===== src/pkg/fws_pkg.sv =====
// constants shared by the flash write/erase sequencer controller
package fws_pkg;

  // ------------------------------------------------------------
  // register offsets on the apb side
  // ------------------------------------------------------------
  localparam logic [7:0] CTRL_OFS   = 8'h00; // op start, reads last op
  localparam logic [7:0] ADDR_OFS   = 8'h04; // flash byte address
  localparam logic [7:0] WDATA_OFS  = 8'h08; // byte to program
  localparam logic [7:0] CONFIG_OFS = 8'h0c; // pin levels held by software
  localparam logic [7:0] STATUS_OFS = 8'h10; // state and sticky flags
  localparam logic [7:0] RDATA_OFS  = 8'h14; // last array byte read

  // ------------------------------------------------------------
  // field positions
  // ------------------------------------------------------------
  localparam int CFG_RP_BIT      = 0;  // powerdown/reset pin released
  localparam int CFG_VPP_BIT     = 1;  // programming supply switched high
  localparam int ST_BUSY_BIT     = 8;  // controller sequence running
  localparam int ST_RB_BIT       = 9;  // synchronised ready/busy pin
  localparam int ST_SUSP_BIT     = 10; // erase suspended
  localparam int ST_ABORT_BIT    = 11; // sticky: sequence aborted
  localparam int ST_REFUSED_BIT  = 12; // sticky: start refused
  localparam int SEQ_READY_BIT   = 7;  // sequencer_ready_bit
  localparam int ERASE_SUSP_BIT  = 6;  // erase_suspended_bit
  localparam int ERASE_ERR_BIT   = 5;  // erase_error_bit
  localparam int PROG_ERR_BIT    = 4;  // program_error_bit
  localparam int SUPPLY_LOW_BIT  = 3;  // supply_low_bit

  // ------------------------------------------------------------
  // operations written to ctrl[2:0]
  // ------------------------------------------------------------
  localparam logic [2:0] OP_NONE   = 3'h0;
  localparam logic [2:0] OP_PROG   = 3'h1;
  localparam logic [2:0] OP_ERASE  = 3'h2;
  localparam logic [2:0] OP_SUSP   = 3'h3;
  localparam logic [2:0] OP_RESUME = 3'h4;
  localparam logic [2:0] OP_CLEAR  = 3'h5;
  localparam logic [2:0] OP_RDARR  = 3'h6;
  localparam logic [2:0] OP_RDSTAT = 3'h7;

  // ------------------------------------------------------------
  // flash command bytes
  // ------------------------------------------------------------
  localparam logic [7:0] CMD_PROG_SETUP  = 8'h40;
  localparam logic [7:0] CMD_ERASE_SETUP = 8'h20;
  localparam logic [7:0] CMD_CONFIRM     = 8'hd0;
  localparam logic [7:0] CMD_SUSPEND     = 8'hb0;
  localparam logic [7:0] CMD_CLEAR_STAT  = 8'h50;
  localparam logic [7:0] CMD_READ_STAT   = 8'h70;
  localparam logic [7:0] CMD_READ_ARRAY  = 8'hff;

  // ------------------------------------------------------------
  // reset values and timing
  // ------------------------------------------------------------
  localparam logic [7:0] STAT_RESET = 8'h80; // sequencer ready, no errors
  localparam int CLK_NS              = 50;
  localparam int WE_PULSE_NS         = 100; // write strobe low time
  localparam int RD_ACCESS_NS        = 150; // strobe to valid data
  localparam int WRITE_TO_BUSY_DELAY_NS = 250; // write_to_busy_delay
  localparam int SYNC_STAGES         = 2;
  localparam logic [7:0] WE_CYC =
    8'((WE_PULSE_NS + CLK_NS - 1) / CLK_NS);
  localparam logic [7:0] RD_CYC =
    8'((RD_ACCESS_NS + CLK_NS - 1) / CLK_NS + SYNC_STAGES);
  localparam logic [7:0] BUSY_CYC =
    8'((WRITE_TO_BUSY_DELAY_NS + CLK_NS - 1) / CLK_NS);

  // ------------------------------------------------------------
  // step actions and states
  // ------------------------------------------------------------
  typedef enum logic [1:0] {act_wr, act_rd, act_wait} fws_act_t;
  typedef enum {st_idle, st_step, st_setup, st_we, st_hold, st_read,
                st_wait} fws_state_t;

endpackage


===== src/hdl/fws_ctrl.sv =====
// apb-driven controller that programs and erases an asynchronous flash
//
// Decided for this implementation: the APB interface to the registers and the register offsets.
`timescale 1ns/1ps

// What this block does
// - Aborted byte is unknown; software repeats program or erases block.
// - Erase writes 20H then D0H, both at the block address.
// - Dropping reset pin or supply during erase aborts; software repeats.
// - Supply-low seen blocks program and erase until status is cleared.
// - Read array writes FFH to return the flash to array mode.
// - Supply stays high through program and erase or the sequence aborts.
// - Software clears status after an error before retrying.
// - Status check may follow each erase or a series of erases.
// - Program writes 40H then the address and data byte.
module fws_ctrl (
  // clock and reset
  input  wire logic        mclk_in,
  input  wire logic        rst_in,
  // apb slave
  input  wire logic        psel_in,
  input  wire logic        penable_in,
  input  wire logic        pwrite_in,
  input  wire logic [7:0]  paddr_in,
  input  wire logic [31:0] pwdata_in,
  output logic      [31:0] prdata_out,
  output logic             pready_out,
  output logic             pslverr_out,
  // flash pins
  output logic      [19:0] flash_addr_out,
  output logic      [7:0]  flash_dq_out,
  output logic             flash_dq_oe_out,
  input  wire logic [7:0]  flash_dq_in,
  output logic             flash_ce_n_out,
  output logic             flash_oe_n_out,
  output logic             flash_we_n_out,
  output logic             powerdown_reset_input_n_out,
  output logic             programming_supply_high_en_out,
  input  wire logic        ready_busy_output_in
);

  // ------------------------------------------------------------
  // declarations
  // ------------------------------------------------------------
  fws_pkg::fws_state_t st_reg, st_next;
  fws_pkg::fws_act_t   act;
  logic [2:0]  op_reg, op_next;
  logic [1:0]  step_reg, step_next;
  logic [7:0]  cnt_reg, cnt_next;
  logic [19:0] addr_reg, addr_next;
  logic [7:0]  wdata_reg, wdata_next;
  logic [1:0]  cfg_reg, cfg_next;
  logic [7:0]  stat_reg, stat_next;
  logic [7:0]  rdata_reg, rdata_next;
  logic        abort_reg, abort_next;
  logic        refused_reg, refused_next;
  logic [31:0] prdata_reg, prdata_next;
  logic        pslverr_reg, pslverr_next;
  logic        ce_n_reg, ce_n_next, oe_n_reg, oe_n_next;
  logic        we_n_reg, we_n_next, dq_oe_reg, dq_oe_next;
  logic [7:0]  dq_reg, dq_next;
  logic [7:0]  dq_s1_reg, dq_s2_reg;
  logic        rb_s1_reg, rb_s2_reg;
  logic [7:0]  act_byte;
  logic        act_last, wr_acc, start, start_ok, hv_op, suspended, advance;
  logic        susp_take;
  logic [31:0] status_word;

  // ------------------------------------------------------------
  // pin synchronisers
  // ------------------------------------------------------------
  // two stages on ready/busy and the data bus
  always_ff @(posedge mclk_in or posedge rst_in) begin
    if (rst_in) begin
      rb_s1_reg <= 1'b0;
      rb_s2_reg <= 1'b0;
      dq_s1_reg <= 8'h00;
      dq_s2_reg <= 8'h00;
    end else begin
      rb_s1_reg <= ready_busy_output_in;
      rb_s2_reg <= rb_s1_reg;
      dq_s1_reg <= flash_dq_in;
      dq_s2_reg <= dq_s1_reg;
    end
  end

  // ------------------------------------------------------------
  // step decode: what each op does at each step
  // ------------------------------------------------------------
  always_comb begin
    act      = fws_pkg::act_rd;
    act_byte = 8'h00;
    act_last = 1'b0;
    case (op_reg)
      fws_pkg::OP_PROG, fws_pkg::OP_ERASE: begin
        if (step_reg == 2'd0) begin
          act      = fws_pkg::act_wr;
          act_byte = (op_reg == fws_pkg::OP_PROG) ?
                     fws_pkg::CMD_PROG_SETUP : fws_pkg::CMD_ERASE_SETUP;
        end else if (step_reg == 2'd1) begin
          act      = fws_pkg::act_wr;
          act_byte = (op_reg == fws_pkg::OP_PROG) ?
                     wdata_reg : fws_pkg::CMD_CONFIRM;
        end else if (step_reg == 2'd2) begin
          act = fws_pkg::act_wait;
        end else begin
          act_last = 1'b1; // status read closes the sequence
        end
      end
      fws_pkg::OP_SUSP, fws_pkg::OP_RESUME: begin
        if (step_reg == 2'd0) begin
          act      = fws_pkg::act_wr;
          act_byte = (op_reg == fws_pkg::OP_SUSP) ?
                     fws_pkg::CMD_SUSPEND : fws_pkg::CMD_CONFIRM;
        end else if (step_reg == 2'd1) begin
          act = fws_pkg::act_wait;
        end else begin
          act_last = 1'b1;
        end
      end
      fws_pkg::OP_CLEAR: begin
        act      = fws_pkg::act_wr;
        act_byte = fws_pkg::CMD_CLEAR_STAT;
        act_last = 1'b1;
      end
      default: begin
        if (step_reg == 2'd0) begin
          act      = fws_pkg::act_wr;
          act_byte = (op_reg == fws_pkg::OP_RDARR) ?
                     fws_pkg::CMD_READ_ARRAY : fws_pkg::CMD_READ_STAT;
        end else begin
          act_last = 1'b1;
        end
      end
    endcase
  end

  // ------------------------------------------------------------
  // start acceptance
  // ------------------------------------------------------------
  assign wr_acc    = psel_in & penable_in & pwrite_in;
  assign start     = wr_acc && paddr_in == fws_pkg::CTRL_OFS &&
                     pwdata_in[2:0] != fws_pkg::OP_NONE;
  assign hv_op     = pwdata_in[2:0] == fws_pkg::OP_PROG ||
                     pwdata_in[2:0] == fws_pkg::OP_ERASE;
  assign suspended = stat_reg[fws_pkg::SEQ_READY_BIT] &
                     stat_reg[fws_pkg::ERASE_SUSP_BIT];
  assign start_ok  = st_reg == fws_pkg::st_idle &&
                     cfg_reg[fws_pkg::CFG_RP_BIT] &&
                     !(hv_op && (stat_reg[fws_pkg::SUPPLY_LOW_BIT] ||
                                 !cfg_reg[fws_pkg::CFG_VPP_BIT])) &&
                     !(suspended &&
                       pwdata_in[2:0] != fws_pkg::OP_RDARR &&
                       pwdata_in[2:0] != fws_pkg::OP_RDSTAT &&
                       pwdata_in[2:0] != fws_pkg::OP_RESUME);
  // suspend is the one op taken while busy: it breaks into an erase wait
  assign susp_take = start && st_reg == fws_pkg::st_wait &&
                     op_reg == fws_pkg::OP_ERASE &&
                     pwdata_in[2:0] == fws_pkg::OP_SUSP;

  // ------------------------------------------------------------
  // sequencer and register next values
  // ------------------------------------------------------------
  always_comb begin
    st_next      = st_reg;
    op_next      = op_reg;
    step_next    = step_reg;
    cnt_next     = cnt_reg;
    addr_next    = addr_reg;
    wdata_next   = wdata_reg;
    cfg_next     = cfg_reg;
    stat_next    = stat_reg;
    rdata_next   = rdata_reg;
    abort_next   = abort_reg;
    refused_next = refused_reg;
    advance      = 1'b0;
    // software writes; sticky flags are write-one-to-clear
    if (wr_acc) begin
      if (paddr_in == fws_pkg::ADDR_OFS && st_reg == fws_pkg::st_idle) begin
        addr_next = pwdata_in[19:0];
      end else if (paddr_in == fws_pkg::WDATA_OFS &&
                   st_reg == fws_pkg::st_idle) begin
        wdata_next = pwdata_in[7:0];
      end else if (paddr_in == fws_pkg::CONFIG_OFS) begin
        cfg_next = pwdata_in[1:0];
      end else if (paddr_in == fws_pkg::STATUS_OFS) begin
        if (pwdata_in[fws_pkg::ST_ABORT_BIT])   abort_next   = 1'b0;
        if (pwdata_in[fws_pkg::ST_REFUSED_BIT]) refused_next = 1'b0;
      end
    end
    case (st_reg)
      fws_pkg::st_idle: begin
        if (start && start_ok) begin
          op_next   = pwdata_in[2:0];
          step_next = 2'd0;
          st_next   = fws_pkg::st_step;
        end else if (start) begin
          refused_next = 1'b1;
        end
      end
      fws_pkg::st_step: begin
        if (act == fws_pkg::act_wr) begin
          st_next = fws_pkg::st_setup;
        end else if (act == fws_pkg::act_rd) begin
          st_next  = fws_pkg::st_read;
          cnt_next = fws_pkg::RD_CYC;
        end else begin
          st_next  = fws_pkg::st_wait;
          cnt_next = fws_pkg::BUSY_CYC;
        end
      end
      fws_pkg::st_setup: begin
        st_next  = fws_pkg::st_we;
        cnt_next = fws_pkg::WE_CYC;
      end
      fws_pkg::st_we: begin
        cnt_next = cnt_reg - 8'h01;
        if (cnt_reg == 8'h01) st_next = fws_pkg::st_hold;
      end
      fws_pkg::st_hold: begin
        advance = 1'b1; // flash latches on the rising strobe
      end
      fws_pkg::st_read: begin
        cnt_next = cnt_reg - 8'h01;
        if (cnt_reg == 8'h01) begin
          advance = 1'b1;
          if (op_reg == fws_pkg::OP_RDARR) rdata_next = dq_s2_reg;
          else stat_next = dq_s2_reg;
        end
      end
      default: begin
        if (susp_take) begin
          op_next   = fws_pkg::OP_SUSP;
          step_next = 2'd0;
          st_next   = fws_pkg::st_step;
        end else if (cnt_reg != 8'h00) cnt_next = cnt_reg - 8'h01;
        else if (rb_s2_reg) advance = 1'b1;
      end
    endcase
    // any other start while busy is refused and flagged
    if (start && st_reg != fws_pkg::st_idle && !susp_take) begin
      refused_next = 1'b1;
    end
    if (advance) begin
      if (act_last) begin
        st_next = fws_pkg::st_idle;
        if (op_reg == fws_pkg::OP_CLEAR) begin
          stat_next[5:3] = 3'b000;
        end
      end else begin
        step_next = step_reg + 2'd1;
        st_next   = fws_pkg::st_step;
      end
    end
    // reset pin low, or supply off under program/erase, kills the sequence
    if (st_reg != fws_pkg::st_idle &&
        (!cfg_reg[fws_pkg::CFG_RP_BIT] ||
         ((op_reg == fws_pkg::OP_PROG || op_reg == fws_pkg::OP_ERASE) &&
          !cfg_reg[fws_pkg::CFG_VPP_BIT]))) begin
      st_next    = fws_pkg::st_idle;
      abort_next = 1'b1;
    end
  end

  // ------------------------------------------------------------
  // pin drive next values, from the next state
  // ------------------------------------------------------------
  always_comb begin
    ce_n_next  = !(st_next == fws_pkg::st_setup ||
                   st_next == fws_pkg::st_we ||
                   st_next == fws_pkg::st_hold ||
                   st_next == fws_pkg::st_read);
    we_n_next  = st_next != fws_pkg::st_we;
    oe_n_next  = st_next != fws_pkg::st_read;
    dq_oe_next = st_next == fws_pkg::st_setup ||
                 st_next == fws_pkg::st_we ||
                 st_next == fws_pkg::st_hold;
    dq_next    = dq_oe_next ? act_byte : dq_reg;
  end

  // ------------------------------------------------------------
  // apb read data and error, captured in the setup cycle
  // ------------------------------------------------------------
  assign status_word = {19'h0, refused_reg, abort_reg, suspended,
                        rb_s2_reg, st_reg != fws_pkg::st_idle, stat_reg};
  always_comb begin
    prdata_next  = prdata_reg;
    pslverr_next = pslverr_reg;
    if (psel_in && !penable_in) begin
      pslverr_next = 1'b0;
      prdata_next  = 32'h0;
      if (paddr_in == fws_pkg::CTRL_OFS) begin
        prdata_next = {29'h0, op_reg};
      end else if (paddr_in == fws_pkg::ADDR_OFS) begin
        prdata_next = {12'h0, addr_reg};
      end else if (paddr_in == fws_pkg::WDATA_OFS) begin
        prdata_next = {24'h0, wdata_reg};
      end else if (paddr_in == fws_pkg::CONFIG_OFS) begin
        prdata_next = {30'h0, cfg_reg};
      end else if (paddr_in == fws_pkg::STATUS_OFS) begin
        prdata_next = status_word;
      end else if (paddr_in == fws_pkg::RDATA_OFS) begin
        prdata_next = {24'h0, rdata_reg};
      end else begin
        pslverr_next = 1'b1; // unmapped address
      end
    end
  end

  // ------------------------------------------------------------
  // state registers
  // ------------------------------------------------------------
  always_ff @(posedge mclk_in or posedge rst_in) begin
    if (rst_in) begin
      st_reg      <= fws_pkg::st_idle;
      op_reg      <= fws_pkg::OP_NONE;
      step_reg    <= 2'd0;
      cnt_reg     <= 8'h00;
      addr_reg    <= 20'h00000;
      wdata_reg   <= 8'hff;
      cfg_reg     <= 2'b00;
      stat_reg    <= fws_pkg::STAT_RESET;
      rdata_reg   <= 8'h00;
      abort_reg   <= 1'b0;
      refused_reg <= 1'b0;
      prdata_reg  <= 32'h0;
      pslverr_reg <= 1'b0;
      ce_n_reg    <= 1'b1;
      oe_n_reg    <= 1'b1;
      we_n_reg    <= 1'b1;
      dq_oe_reg   <= 1'b0;
      dq_reg      <= 8'h00;
    end else begin
      st_reg      <= st_next;
      op_reg      <= op_next;
      step_reg    <= step_next;
      cnt_reg     <= cnt_next;
      addr_reg    <= addr_next;
      wdata_reg   <= wdata_next;
      cfg_reg     <= cfg_next;
      stat_reg    <= stat_next;
      rdata_reg   <= rdata_next;
      abort_reg   <= abort_next;
      refused_reg <= refused_next;
      prdata_reg  <= prdata_next;
      pslverr_reg <= pslverr_next;
      ce_n_reg    <= ce_n_next;
      oe_n_reg    <= oe_n_next;
      we_n_reg    <= we_n_next;
      dq_oe_reg   <= dq_oe_next;
      dq_reg      <= dq_next;
    end
  end

  // outputs
  assign prdata_out  = prdata_reg;
  assign pready_out  = psel_in & penable_in; // zero wait states
  assign pslverr_out = psel_in & penable_in & pslverr_reg;
  assign flash_addr_out  = addr_reg;
  assign flash_dq_out    = dq_reg;
  assign flash_dq_oe_out = dq_oe_reg;
  assign flash_ce_n_out  = ce_n_reg;
  assign flash_oe_n_out  = oe_n_reg;
  assign flash_we_n_out  = we_n_reg;
  assign powerdown_reset_input_n_out    = cfg_reg[fws_pkg::CFG_RP_BIT];
  assign programming_supply_high_en_out = cfg_reg[fws_pkg::CFG_VPP_BIT];

  // ------------------------------------------------------------
  // assertions
  // ------------------------------------------------------------
  abort_on_rp_a: assert property (@(posedge mclk_in) disable iff (rst_in)
    (st_reg != fws_pkg::st_idle && !powerdown_reset_input_n_out)
    |=> st_reg == fws_pkg::st_idle && abort_reg)
    else $error("sequence not aborted on reset pin low");
  supply_hold_a: assert property (@(posedge mclk_in) disable iff (rst_in)
    (st_reg != fws_pkg::st_idle && !programming_supply_high_en_out &&
     (op_reg == fws_pkg::OP_PROG || op_reg == fws_pkg::OP_ERASE))
    |=> st_reg == fws_pkg::st_idle)
    else $error("program or erase kept running without supply");
  erase_confirm_a: assert property (@(posedge mclk_in) disable iff (rst_in)
    (!flash_we_n_out && op_reg == fws_pkg::OP_ERASE)
    |-> flash_dq_oe_out && !flash_ce_n_out &&
        flash_dq_out == (step_reg == 2'd0 ? 8'h20 : 8'hd0))
    else $error("wrong erase command byte");
  prog_setup_a: assert property (@(posedge mclk_in) disable iff (rst_in)
    (!flash_we_n_out && op_reg == fws_pkg::OP_PROG && step_reg == 2'd0)
    |-> flash_dq_out == 8'h40)
    else $error("wrong program setup byte");
  read_array_a: assert property (@(posedge mclk_in) disable iff (rst_in)
    (op_reg == fws_pkg::OP_RDARR && st_reg == fws_pkg::st_hold)
    |-> $past(flash_dq_out, 2) == 8'hff && flash_oe_n_out)
    else $error("read array did not write ffh");
  busy_poll_a: assert property (@(posedge mclk_in) disable iff (rst_in)
    (st_reg == fws_pkg::st_wait && (!rb_s2_reg || cnt_reg != 8'h00) &&
     !susp_take)
    |=> st_reg == fws_pkg::st_wait || st_reg == fws_pkg::st_idle)
    else $error("wait left before delay and ready");
  supply_low_block_a: assert property (@(posedge mclk_in)
    disable iff (rst_in)
    (start && hv_op && stat_reg[fws_pkg::SUPPLY_LOW_BIT] &&
     st_reg == fws_pkg::st_idle)
    |=> st_reg == fws_pkg::st_idle && refused_reg)
    else $error("program or erase started with supply low latched");
  suspend_only_a: assert property (@(posedge mclk_in) disable iff (rst_in)
    (start && suspended && pwdata_in[2:0] == fws_pkg::OP_PROG)
    |=> st_reg == fws_pkg::st_idle ##1 st_reg == fws_pkg::st_idle)
    else $error("program started while erase suspended");
  clear_status_a: assert property (@(posedge mclk_in) disable iff (rst_in)
    (op_reg == fws_pkg::OP_CLEAR && st_reg == fws_pkg::st_hold &&
     cfg_reg[fws_pkg::CFG_RP_BIT])
    |=> stat_reg[5:3] == 3'b000)
    else $error("clear status left error bits set");
  suspend_take_a: assert property (@(posedge mclk_in) disable iff (rst_in)
    (susp_take && cfg_reg[fws_pkg::CFG_RP_BIT] &&
     cfg_reg[fws_pkg::CFG_VPP_BIT])
    |=> op_reg == fws_pkg::OP_SUSP && st_reg == fws_pkg::st_step)
    else $error("suspend not taken during erase wait");

endmodule // fws_ctrl


===== config.mk =====
export PLATFORM = sky130hd
export DESIGN_NAME = fws_ctrl
export DESIGN_NICKNAME = d
export VERILOG_FILES = /design/src/pkg/fws_pkg.sv /design/src/hdl/fws_ctrl.sv
export SDC_FILE = /design/constraint.sdc
export NUM_CORES = 1
export LEC_CHECK = 0
export BUFFER_PORTS_ARGS = -buffer_cell sky130_fd_sc_hd__buf_4
export CAP_MARGIN = 15
export CORE_ASPECT_RATIO = 0.8
export CORE_UTILIZATION = 30
export CTS_CLUSTER_DIAMETER = 50
export DETAILED_ROUTE_END_ITERATION = 10
export PLACE_DENSITY = 0.6
export SYNTH_ARGS = -nofsm -noshare
export SYNTH_HDL_FRONTEND = slang
export SYNTH_SLANG_ARGS = --single-unit

===== constraint.sdc =====
create_clock -name mclk_in -period 4.9 [get_ports mclk_in]
set_input_delay 1.225 -clock mclk_in [delete_from_list [all_inputs] [get_ports mclk_in]]
set_output_delay 1.225 -clock mclk_in [all_outputs]
set_load 0.03 [all_outputs]

==> results.rst <==
.. list-table::
   :header-rows: 1

   * - Metric
     - Value
   * - Count of different cell masters after synthesis
     - 66
   * - Unrepaired setup endpoints after global routing
     - no
   * - Max Clock Freq
     - 269.5 MHz
   * - Post-synth top area share
     - 0.4933
   * - Clock tree from TritonCTS
     - done
   * - Leading area contributor after synthesis
     - sky130_fd_sc_hd__dfrtp_1
   * - Count of inserted antenna diode cells
     - 0
   * - Top cells by area, synth
     - sky130_fd_sc_hd__dfrtp_1 49%, sky130_fd_sc_hd__mux2_2 7.7%, sky130_fd_sc_hd__dfstp_2 4.7%
   * - CTS buffer count
     - 17
   * - Clock insertion delay at the later pin of the skew report
     - 0.43 ns
   * - Worst hold path class
     - flop to flop
   * - Hold slack final
     - 0.3472 ns
   * - Antenna-violating nets left
     - 0
   * - HPWL after DPL
     - 11.29 mm
   * - # IOs
     - 122
   * - Synth-to-Final Area Change
     - 24.20%
   * - Power density cells
     - 328.0 nW/um^2
   * - Overall die width
     - 169.0 um
   * - Clock Pin Slew Worst Setup and Hold Paths
     - 0.06 ns
   * - Number of antenna violations at the first check in global routing
     - 0
   * - Peak VDD IR
     - 0.2118 mV
   * - Worst slew margin
     - 0.3357
   * - Total vias in the final route
     - 4802
   * - Overflow left after global routing
     - 0
   * - CTS sink count
     - 144
   * - Critical path capture point type
     - flop
   * - Number of port buffers
     - 97
   * - Outcome
     - finished, final reports clean
   * - Worst r2r path cells
     - 8
   * - Combined area of all synthesized cells
     - 6696 sq um
   * - Routability congestion estimate from global placement
     - 0.8196
   * - Critical path arrival
     - 4.02 ns
   * - Final setup viols
     - 0
   * - Leak pwr
     - 3.932 nW
   * - Routed wire per std cell
     - 15.49 um
   * - Final layout net count
     - 760
   * - Clock tree root driver cell
     - sky130_fd_sc_hd__clkbuf_16
   * - Global-route wire length before repair
     - 25.21 mm
   * - Share of async-settable or async-resettable flops after synthesis
     - 1.000
   * - Vias in the first global route
     - 4616
   * - Finished Layout Cells
     - 1011
   * - Max reg flops
     - 32
   * - Number of placement rows
     - 48
   * - Count of instances resized after the clock tree is built
     - 0
   * - CTS HTree Levels
     - 4
   * - Number of buffers on the longest clock path
     - 2
   * - Total Routing Usage GR
     - 0.1438
   * - Fraction of the yosys area taken by sequential cells
     - 0.5404
   * - Maximum net fanout on the critical path
     - 11
   * - Start-to-end type of the worst setup path
     - primary input to flop
   * - Detailed Route WL
     - 15.66 mm
   * - Launching element type of the critical path
     - primary input
   * - Iteration-0 DRC Markers
     - 318
   * - # placed instances
     - 979
   * - Die Outline Area
     - 22930 sq um
   * - Final clock skew
     - 0.008957 ns
   * - Count of final max-slew check failures
     - 0
   * - Flip-flop and latch count after synthesis
     - 144
   * - Total setup buffers inserted after CTS
     - 0
   * - Post-route core utilization
     - 0.3825
   * - Top flip-flop cell by instance count after synthesis
     - sky130_fd_sc_hd__dfrtp_1
   * - Required time of the critical path
     - 5.21 ns
   * - Detail-routed via count per cell
     - 4.750
   * - Period minus WS final
     - 3.710 ns
   * - Die H
     - 135.6 um
   * - Count of flip-flops with a built-in enable after synthesis
     - 0
   * - Power after layout
     - 2.728 mW
   * - Hold violation count in the final report
     - 0
   * - Core area
     - 21740 sq um
   * - Max Cap Viol
     - 0
   * - Number of warnings printed during yosys synthesis
     - 0
   * - Hold Crit Depth
     - 0
   * - Maximum number of pins on one net before global-route repair
     - 76
   * - Fraction of layout instances using a drive strength above 1
     - 0.2982
   * - Total negative setup slack
     - 0 ns
   * - Synthesized area per cell
     - 11.12 sq um
   * - First-pass DRT Iterations
     - 6
   * - Number of buffers inserted for hold repair after clock tree synthesis
     - 0
   * - Worst Tran Pin Value
     - 0.9965 ns
   * - Number of instances in the synthesized netlist
     - 602
   * - Final worst path period share
     - 0.7572
   * - Number of DRC violations after detailed routing
     - 0
   * - Initial core utilization
     - 0.3080
==> worst paths after layout <==
path | startpoint | to | slack (ns)
min | dq_s1_reg[7] | dq_s2_reg[7] | 0.35
max reg2reg | op_reg[2] | flash_dq_out[5] | 1.49
max | paddr_in[2] | flash_dq_out[5] | 1.19
min in group asynchronous | rst_in | dq_s1_reg[7] | 1.11
min reg2reg | dq_s1_reg[7] | dq_s2_reg[7] | 0.35
max in group asynchronous | rst_in | st_reg[8] | 3.18
==> layer usage <==
metal  wire length, um  share of wire  global-route usage
met1              7964           0.51              0.2073
met2              6658           0.43              0.2043
met3               858          0.055             0.04382
met4               176          0.011             0.04505
met5                 0              0                   0
==> synth_stat cells, drive strengths merged, types with 3 or more instances <==
master    n
nor2b    13
buf      16
nor2     31
ha        8
nor3      8
clkbuf   22
nand3    20
nand4     4
inv      18
nand2    59
a211oi    4
o21ai    30
dfstp    12
mux2i    12
o22ai     3
a222oi    5
a21oi    22
or2       4
dfrtp   132
and2     34
o211ai    3
a32o      4
mux2     54
a32oi     5
and3      7
a21o      4
nor4     16
nand2b    8
a31oi     6
==> area by class of cell <==
type,instances,area [sq um]
clock buffer,18,429.2
clock inverter,14,181.4
fill,2141,13420
inverter,18,71.32
multi-input combinational,413,2860
sequential,144,3618
tap,300,375.4
timing repair buffer,104,780.7
==> worst max-delay path: stages <==
cell	delay [ns]
sky130_fd_sc_hd__buf_4	0.17
sky130_fd_sc_hd__or4_4	0.55
sky130_fd_sc_hd__nor4_4	0.32
sky130_fd_sc_hd__nand3_2	0.24
sky130_fd_sc_hd__a221o_1	0.38
sky130_fd_sc_hd__a22oi_4	0.20
sky130_fd_sc_hd__nand4_2	0.16
sky130_fd_sc_hd__a21oi_4	0.42
sky130_fd_sc_hd__mux2_4	0.33
==> power by group <==
group	total (mW)	switching (mW)	internal, mW
Clock	1.34	0.527	0.810
Sequential	1.23	0.0142	1.21
Combinational	0.164	0.106	0.0577
Total	2.73	0.647	2.08
==> cells in the final DEF, fill, tap and decap left out, types with 3 or more instances in the layout <==
cell,netlist,final
sky130_fd_sc_hd__dfrtp_1,132,132
sky130_fd_sc_hd__buf_4,13,104
sky130_fd_sc_hd__nand2_1,59,59
sky130_fd_sc_hd__mux2_2,46,46
sky130_fd_sc_hd__and2_1,34,34
sky130_fd_sc_hd__nor2_1,31,31
sky130_fd_sc_hd__o21ai_0,26,26
sky130_fd_sc_hd__a21oi_1,21,21
sky130_fd_sc_hd__nand3_1,19,19
sky130_fd_sc_hd__inv_1,18,17
sky130_fd_sc_hd__clkbuf_16,0,17
sky130_fd_sc_hd__nor2b_1,13,13
sky130_fd_sc_hd__nor4_1,12,12
sky130_fd_sc_hd__mux2i_1,12,12
sky130_fd_sc_hd__conb_1,1,12
sky130_fd_sc_hd__dfstp_2,12,12
sky130_fd_sc_hd__nand2b_1,8,8
sky130_fd_sc_hd__ha_1,8,8
sky130_fd_sc_hd__nor3_1,7,7
sky130_fd_sc_hd__and3_1,7,7
sky130_fd_sc_hd__a31oi_1,6,6
sky130_fd_sc_hd__a32oi_1,5,5
sky130_fd_sc_hd__a222oi_1,5,5
sky130_fd_sc_hd__a211oi_1,4,4
sky130_fd_sc_hd__a32o_1,4,4
sky130_fd_sc_hd__o21ai_1,4,4
sky130_fd_sc_hd__a21o_1,4,4
sky130_fd_sc_hd__mux2_4,4,4
sky130_fd_sc_hd__mux2_1,4,4
sky130_fd_sc_hd__clkinvlp_4,0,4
sky130_fd_sc_hd__inv_6,0,4
sky130_fd_sc_hd__nand4_1,3,3
sky130_fd_sc_hd__or2_2,3,3
sky130_fd_sc_hd__nor4_4,3,3
sky130_fd_sc_hd__o211ai_1,3,3
sky130_fd_sc_hd__o22ai_1,3,3
sky130_fd_sc_hd__bufinv_16,0,3
==> cell families after synthesis <==
kind of cell               share of synthesized area
and+or+nand+nor                               0.1812
DFF                                           0.5404
AOI/OAI and AO/OA                             0.1132
muxes                                         0.1110
buffers and inverters                        0.03868
adders and majority gates                    0.01495
other                                      0.0005600
==> metrics by stage <==
| stage | setup slack, ns | cell area (sq um) |
|---|---|---|
| final | 1.190 | 8317 |
| after global routing | 1.053 | 8317 |
| after global placement | 0.7609 | 7706 |
| after floorplan | 1.190 | 6741 |
| after CTS | 1.172 | 8317 |
| after detailed placement | 0.7243 | 7706 |
Note: power is estimated with default switching activity, not from simulation.
